$ cat src/core/bbfc_consts.vh
/*
 constants for the boot-block flash bus controller: command bytes,
 operation codes and pin timing counts. assumes a 200 mhz clock.
*/
`ifndef BBFC_CONSTS_VH
`define BBFC_CONSTS_VH

`define BBFC_CMD_ERASE_SETUP 8'h20
`define BBFC_CMD_ERASE_CONFIRM 8'hd0
`define BBFC_CMD_WRITE_SETUP 8'h40
`define BBFC_CMD_READ_ARRAY 8'hff
`define BBFC_CMD_IDENTIFY 8'h90

`define BBFC_OP_READ 3'h0
`define BBFC_OP_ERASE 3'h1
`define BBFC_OP_PROGRAM 3'h2
`define BBFC_OP_READ_ARRAY 3'h3
`define BBFC_OP_ID_CMD 3'h4
`define BBFC_OP_ID_HV 3'h5
`define BBFC_OP_RAW_CMD 3'h6

`define BBFC_CLK_MHZ 200
`define BBFC_STROBE_NS 60
`define BBFC_SETTLE_NS 30
`define BBFC_READ_NS 100
`define BBFC_STROBE_CYC ((`BBFC_STROBE_NS * `BBFC_CLK_MHZ + 999) / 1000)
`define BBFC_SETTLE_CYC ((`BBFC_SETTLE_NS * `BBFC_CLK_MHZ + 999) / 1000)
`define BBFC_READ_CYC ((`BBFC_READ_NS * `BBFC_CLK_MHZ + 999) / 1000)

`endif

$ cat src/core/bbfc_sync.v
/*
 two flip-flop synchroniser for a bus of pin inputs.
 assumes the inputs are asynchronous to ref_clk_i.
*/
`timescale 1ns/10ps
module bbfc_sync #(
    parameter W = 16
) (
    // clock and reset
    input wire ref_clk_i,
    input wire nrst_i,
    // data
    input wire [W-1:0] d_i,
    output wire [W-1:0] q_o
);
    reg [W-1:0] meta_q;
    reg [W-1:0] sync_q;

    always @(posedge ref_clk_i) begin
        if (!nrst_i) begin
            meta_q <= {W{1'b0}};
            sync_q <= {W{1'b0}};
        end else begin
            meta_q <= d_i;
            sync_q <= meta_q;
        end
    end

    assign q_o = sync_q;
endmodule

$ cat src/core/bbfc_ctrl.v
/*
 host-side controller for an asynchronous boot-block flash memory.
 it sequences the device pins for reads, erase and program sequences,
 read-array and identification. assumes the board turns the unlock
 and identify enables into the 12v levels on the reset and a9 pins.
*/
// Functional notes
// erase sends 20h then d0h with vpp
// program sends 40h setup then data cycle
// read-array ffh needed before array reads
// id values at a9 high voltage or command
// boot block needs unlock level or protect
// high-voltage id holds other addresses low
// erase affects only the addressed block
// device engine sequences program and erase itself
// device engine guards against over-erasure
// chip enable high deselects, outputs float
// reset pin low clears and floats device
// byte mode uses low byte, dq15 address; the controller leaves dq15 undriven on reads
// device drives data only with oe low
// read with we high; write pulses we
// orphan confirm or data cycle is invalid
`timescale 1ns/10ps
`include "bbfc_consts.vh"
module bbfc_ctrl #(
    parameter AW = 17,
    parameter STROBE_CYC = `BBFC_STROBE_CYC,
    parameter SETTLE_CYC = `BBFC_SETTLE_CYC,
    parameter READ_CYC = `BBFC_READ_CYC
) (
    // clock and reset
    input wire ref_clk_i,
    input wire nrst_i,
    // user request
    input wire req_valid_i,
    output wire req_ready_o,
    input wire [2:0] req_op_i,
    input wire [AW-1:0] req_addr_i,
    input wire [15:0] req_data_i,
    input wire req_byte_mode_i,
    input wire req_boot_unlock_i,
    input wire req_write_protect_off_i,
    // user answer
    output reg rsp_valid_o,
    output reg [15:0] rsp_data_o,
    output wire busy_o,
    // flash control pins
    output reg flash_ce_n_o,
    output reg flash_oe_n_o,
    output reg flash_we_n_o,
    output reg reset_powerdown_pin_n_o,
    output reg unlock_hv_en_o,
    output reg write_protect_off_o,
    output reg byte_mode_n_o,
    output reg vpp_en_o,
    output reg identify_super_voltage_en_o,
    output reg [AW-1:0] flash_addr_o,
    // flash data pins
    input wire [15:0] flash_dq_i,
    output reg [15:0] flash_dq_o,
    output reg flash_dq_oe_o
);
    localparam S_IDLE = 3'h0;
    localparam S_SETUP = 3'h1;
    localparam S_STROBE = 3'h2;
    localparam S_RECOVER = 3'h3;
    localparam S_READ = 3'h4;
    localparam S_DONE = 3'h5;

    reg [2:0] state_q;
    reg [2:0] op_q;
    reg [1:0] phase_q;
    reg [7:0] cnt_q;
    reg [15:0] data_q;
    reg [15:0] wdata;
    wire [15:0] dq_sync;
    wire last_phase;

    bbfc_sync #(
        .W(16)
    ) u_dq_sync (
        .ref_clk_i(ref_clk_i),
        .nrst_i(nrst_i),
        .d_i(flash_dq_i),
        .q_o(dq_sync)
    );

    assign req_ready_o = (state_q == S_IDLE);
    assign busy_o = (state_q != S_IDLE);
    // two-cycle ops stop after phase 1, single commands after phase 0
    assign last_phase = ((op_q == `BBFC_OP_ERASE) || (op_q == `BBFC_OP_PROGRAM)) ?
                        (phase_q == 2'h1) : 1'b1;

    always @* begin
        wdata = {8'h00, `BBFC_CMD_READ_ARRAY};
        case (op_q)
            `BBFC_OP_ERASE: wdata = (phase_q == 2'h0) ? {8'h00, `BBFC_CMD_ERASE_SETUP} :
                                    {8'h00, `BBFC_CMD_ERASE_CONFIRM};
            `BBFC_OP_PROGRAM: wdata = (phase_q == 2'h0) ? {8'h00, `BBFC_CMD_WRITE_SETUP} :
                                      data_q;
            `BBFC_OP_READ_ARRAY: wdata = {8'h00, `BBFC_CMD_READ_ARRAY};
            `BBFC_OP_ID_CMD: wdata = {8'h00, `BBFC_CMD_IDENTIFY};
            `BBFC_OP_RAW_CMD: wdata = data_q;
            default: wdata = {8'h00, `BBFC_CMD_READ_ARRAY};
        endcase
    end

    always @(posedge ref_clk_i) begin
        if (!nrst_i) begin
            state_q <= S_IDLE;
            op_q <= 3'h0;
            phase_q <= 2'h0;
            cnt_q <= 8'h00;
            data_q <= 16'h0000;
            rsp_valid_o <= 1'b0;
            rsp_data_o <= 16'h0000;
            flash_ce_n_o <= 1'b1;
            flash_oe_n_o <= 1'b1;
            flash_we_n_o <= 1'b1;
            reset_powerdown_pin_n_o <= 1'b0;
            unlock_hv_en_o <= 1'b0;
            write_protect_off_o <= 1'b0;
            byte_mode_n_o <= 1'b1;
            vpp_en_o <= 1'b0;
            identify_super_voltage_en_o <= 1'b0;
            flash_addr_o <= {AW{1'b0}};
            flash_dq_o <= 16'h0000;
            flash_dq_oe_o <= 1'b0;
        end else begin
            rsp_valid_o <= 1'b0;
            reset_powerdown_pin_n_o <= 1'b1;
            case (state_q)
                S_IDLE: begin
                    if (req_valid_i) begin
                        op_q <= req_op_i;
                        data_q <= req_data_i;
                        phase_q <= 2'h0;
                        cnt_q <= 8'h00;
                        byte_mode_n_o <= ~req_byte_mode_i;
                        flash_ce_n_o <= 1'b0;
                        if (req_op_i == `BBFC_OP_ID_HV) begin
                            flash_addr_o <= {AW{1'b0}};
                            flash_addr_o[0] <= req_addr_i[0];
                            identify_super_voltage_en_o <= 1'b1;
                        end else begin
                            flash_addr_o <= req_addr_i;
                        end
                        if (req_op_i == `BBFC_OP_READ || req_op_i == `BBFC_OP_ID_HV) begin
                            state_q <= S_READ;
                        end else begin
                            unlock_hv_en_o <= req_boot_unlock_i;
                            write_protect_off_o <= req_write_protect_off_i;
                            state_q <= S_SETUP;
                        end
                    end
                end
                S_SETUP: begin
                    // oe stays high so device and host never drive together
                    flash_oe_n_o <= 1'b1;
                    flash_dq_o <= wdata;
                    flash_dq_oe_o <= 1'b1;
                    vpp_en_o <= (phase_q == 2'h1);
                    if (cnt_q >= SETTLE_CYC - 1) begin
                        cnt_q <= 8'h00;
                        flash_we_n_o <= 1'b0;
                        state_q <= S_STROBE;
                    end else begin
                        cnt_q <= cnt_q + 8'h01;
                    end
                end
                S_STROBE: begin
                    if (cnt_q >= STROBE_CYC - 1) begin
                        cnt_q <= 8'h00;
                        flash_we_n_o <= 1'b1;
                        state_q <= S_RECOVER;
                    end else begin
                        cnt_q <= cnt_q + 8'h01;
                    end
                end
                S_RECOVER: begin
                    if (cnt_q >= SETTLE_CYC - 1) begin
                        cnt_q <= 8'h00;
                        if (last_phase) begin
                            flash_dq_oe_o <= 1'b0;
                            state_q <= S_DONE;
                        end else begin
                            phase_q <= phase_q + 2'h1;
                            state_q <= S_SETUP;
                        end
                    end else begin
                        cnt_q <= cnt_q + 8'h01;
                    end
                end
                S_READ: begin
                    flash_we_n_o <= 1'b1;
                    flash_oe_n_o <= 1'b0;
                    flash_dq_oe_o <= 1'b0;
                    if (cnt_q >= READ_CYC + 1) begin
                        // two extra cycles cover the data synchroniser
                        cnt_q <= 8'h00;
                        rsp_data_o <= byte_mode_n_o ? dq_sync : {8'h00, dq_sync[7:0]};
                        rsp_valid_o <= 1'b1;
                        flash_oe_n_o <= 1'b1;
                        state_q <= S_DONE;
                    end else begin
                        cnt_q <= cnt_q + 8'h01;
                    end
                end
                S_DONE: begin
                    // supplies drop with chip enable; a slow engine needs software to hold off
                    flash_ce_n_o <= 1'b1;
                    flash_oe_n_o <= 1'b1;
                    vpp_en_o <= 1'b0;
                    unlock_hv_en_o <= 1'b0;
                    write_protect_off_o <= 1'b0;
                    identify_super_voltage_en_o <= 1'b0;
                    state_q <= S_IDLE;
                end
                default: state_q <= S_IDLE;
            endcase
        end
    end
endmodule

$ cat config.mk
export PLATFORM = sky130hd
export DESIGN_NAME = bbfc_ctrl
export DESIGN_NICKNAME = d
export VERILOG_FILES = /design/src/core/bbfc_sync.v /design/src/core/bbfc_ctrl.v
export VERILOG_INCLUDE_DIRS = /design/src /design/src/core
export SDC_FILE = /design/constraint.sdc
export NUM_CORES = 1
export LEC_CHECK = 0
export BUFFER_PORTS_ARGS = -buffer_cell sky130_fd_sc_hd__buf_2
export CAP_MARGIN = 10
export CELL_PAD_IN_SITES_DETAIL_PLACEMENT = 1
export CELL_PAD_IN_SITES_GLOBAL_PLACEMENT = 1
export CORE_MARGIN = 4
export CORE_UTILIZATION = 40
export CTS_BUF_LIST = sky130_fd_sc_hd__clkbuf_8
export CTS_CLUSTER_SIZE = 24
export DETAILED_ROUTE_END_ITERATION = 16
export PLACE_DENSITY = 0.83
export SKIP_LAST_GASP = 1
export SLEW_MARGIN = 20
export SYNTH_ARGS = -nofsm -noshare
export SYNTH_HDL_FRONTEND = slang
export SYNTH_SLANG_ARGS = --single-unit
$ cat constraint.sdc
create_clock -name ref_clk_i -period 2.5 [get_ports ref_clk_i]
set_input_delay 0 -clock ref_clk_i [delete_from_list [all_inputs] [get_ports ref_clk_i]]
set_output_delay 0 -clock ref_clk_i [all_outputs]
set_load 0.05 [all_outputs]
==> results.yml <==
run_status:
  outcome: "complete, no violations"
synthesis:
  synth_cell_types: 50
  yosysTopAreaCell: "dfxtp_1"
  syn-instance-count: 525
  seq_area_frac_synth_pct: 53.72
  netlist_top_cells_area: "dfxtp_1 54%, nand2_1 7.4%, a21oi_1 6.4%"
  synth_flop_cell: "dfxtp_1"
  ys_warn_count: 0
  synthArstFlopShare_pct: 0
  synth-edff-count: 0
  yosys.area.top_type_share_pct: 53.72
  syn_area_um2: 4621
  ys_ff_latch: 124
  synth.avg_cell_area_um2: 8.801
  synth_nets: 588
global_routing:
  overflow: 0
  first_global_vias: 4756
  track_usage_pct: 23.03
  grt_max_degree: 49
  antenna_found_initial: 0
  grt_pass1_wl_mm: 23.54
floorplan:
  die-area_um2: 13340
  core_area_um2: 11080
  die_x_um: 115.5
  ios: 120
  die_y_um: 115.5
  std_cell_rows: 38
  floorplan.initialDensity_pct: 41.71
critical_path:
  cp-start-kind: "flop"
  r2r-start: "cnt_q[0]$_SDFFE_PN0P_"
  path_buf_inv: 2
  startpoint: "cnt_q[0]$_SDFFE_PN0P_"
  cp_slowest_stage_delay_ns: 0.41
  critical_path_class: "flop to flop"
  crit_fanout: 15
  cp.required_ns: 2.83
  cp_cell_sequence: "inv_1, ha_1, nor3b_1, o21bai_1, nand3_1, buf_4, mux2i_1, nor2_1"
  cp_top_family: "simple AND/OR/NAND/NOR gates"
  slowest_stage: "nand3_1"
  cp-end-kind: "flop"
  cp.arrival_ns: 2.51
placement:
  dp.cells: 758
  dpl.hpwl_mm: 9.007
  place_ws_ns: 0.3477
  port_buffers: 119
  dpl_cell_area_um2: 5323
  gp_congestion: 0.7875
finish:
  fin_area_um2: 6305
  nets: 756
  utilization_pct: 56.91
  drive_gt1_share_pct: 25.53
  layout.cells.non_filler: 845
  area_growth_pct: 36.45
  n_fill_cell: 1318
  antenna_cells: 0
route:
  routed_via_density: 5.078
  dr.first_iter.drc_count: 245
  route.antenna.remaining_nets: 0
  drc_errors: 0
  wl_per_cell_um: 17.32
  first_pass_iters: 4
  via_count: 4291
  routed_wirelength_mm: 14.63
timing:
  hold_viol: 0
  worst_slack_ns: 0.3235
  fin_crit_sh_pct: 87.06
  finClkSkew_ns: 0.006220
  max_slew_margin_pct: 50.93
  tns_ns: 0
  worst-slew-pin-transition_ns: 0.7312
  slew_violations: 0
  finalCriticalPeriod_ns: 2.176
  rsz0062_at_grt: "no"
  timing.fmax_ghz: 0.4595
  setup_violations: 0
clock_tree:
  path_clk_slew_ns: 0.07
  clock_latency_ns: 0.45
  cts_tree: "done"
  numCtsBuffers: 17
  cts_buffer_depth: 2
  cts.repair.resized: 0
  clock-sinks: 124
  clockRootBuffer: "clkbuf_8"
  h-tree-depth: 4
  cts_setup_buffers: 0
  cts-hold-fix-buffers: 56
hold_path:
  hp-start: "req_valid_i"
  min_path_type: "input port to flop"
power_and_ir_drop:
  ir_drop_uv: 629.8
  p_per_area_nw_per_um2: 786.7
  p_leak_nw: 2.796
flow_run:
  cap_violations: 0
flip-flops by register name (all words and copies together), names as in the netlist, 2 cells and up:
signal            flops
op_q                  3
flash_dq_o           16
rsp_data_o           16
u_dq_sync.q_o        16
state_q               3
u_dq_sync.meta_q     16
data_q               16
phase_q               2
flash_addr_o         17
cnt_q                 8
Yosys cell counts (all sizes together) (3+ instances only):
cell,n
a31oi,3
o21ai,18
nor2,43
a22oi,9
or2,10
and2,35
and3,4
ha,5
inv,11
nand3,21
nor3,7
dfxtp,124
buf,14
mux2i,12
nand2,91
clkbuf,22
a21oi,59
final cells by class:
type / count / area, um^2 / area share (%)
Clock inverter: 9 / 118.9 / 1.885
Sequential cell: 124 / 2482 / 39.37
Tap cell: 140 / 175.2 / 2.778
Multi-Input combinational cell: 354 / 1941 / 30.78
Timing Repair Buffer: 185 / 1244 / 19.73
Inverter: 11 / 41.29 / 0.6549
Clock buffer: 22 / 302.8 / 4.803
path summary, 6_finish.rpt:
kind	slack, ns	end	cells after the start
max reg2reg	0.32	rsp_data_o[0]$_SDFFE_PN0P_	8
min reg2reg	0.43	u_dq_sync.q_o[0]$_SDFF_PN0_	1
min	0.11	state_q[0]$_SDFFE_PN0P_	3
max	0.32	rsp_data_o[0]$_SDFFE_PN0P_	8
cell usage in the layout (no fill, tap or decap), drive strengths merged, types with 2 or more instances in the layout:
cell	n
a2111oi	2
a211oi	2
a21oi	59
a22oi	9
a2bb2oi	2
a31oi	3
and2	35
and3	4
buf	129
bufinv	3
clkbuf	22
clkinv	2
dfxtp	124
dlygate4sd3	56
ha	5
inv	14
mux2	2
mux2i	12
nand2	91
nand2b	2
nand3	21
nand3b	2
nor2	43
nor2b	2
nor3	7
nor3b	2
o211ai	2
o21ai	18
o22ai	2
or2	10
or3	2
xnor2	2
xor2	2
power by group:
part	internal, mW	total, mW	switching (mW)
sequential	2.10	2.19	0.0884
clock	1.10	1.86	0.764
combinational	0.302	0.909	0.607
total	3.50	4.96	1.46
layer usage:
metal  vias up  global-route usage, %  share of wire (%)
li1       2083                      -                  -
met1      2081                  24.71                 40
met2       105                  42.67                 54
met3        22                  6.841                4.9
met4         0                  8.294                1.8
met5         -                      0                  0
worst min-delay path: stages:
cell and delay [ns]:
buf_2 0.12, o21ai_0 0.29, a2111oi_0 0.10
logic make-up after synthesis:
logic type	share of synthesized area, %
AOI/OAI and AO/OA	14.05
buffers and inverters	4.278
muxes	3.168
adders and majority gates	1.354
and+or+nand+nor	22.66
xor gates and xnor gates	0.7583
DFF	53.72
per-stage QoR:
stage / hold slack [ns] / power [mW]
6_report: 0.1114 / 4.960
3_3_place_gp: 0.2069 / 3.021
4_1_cts: 0.09049 / 4.987
3_5_place_dp: 0.2110 / 3.058
5_1_grt: 0.1505 / 5.193
2_1_floorplan: 0.02772 / 2.806
Note: power is estimated with default switching activity, not from simulation.
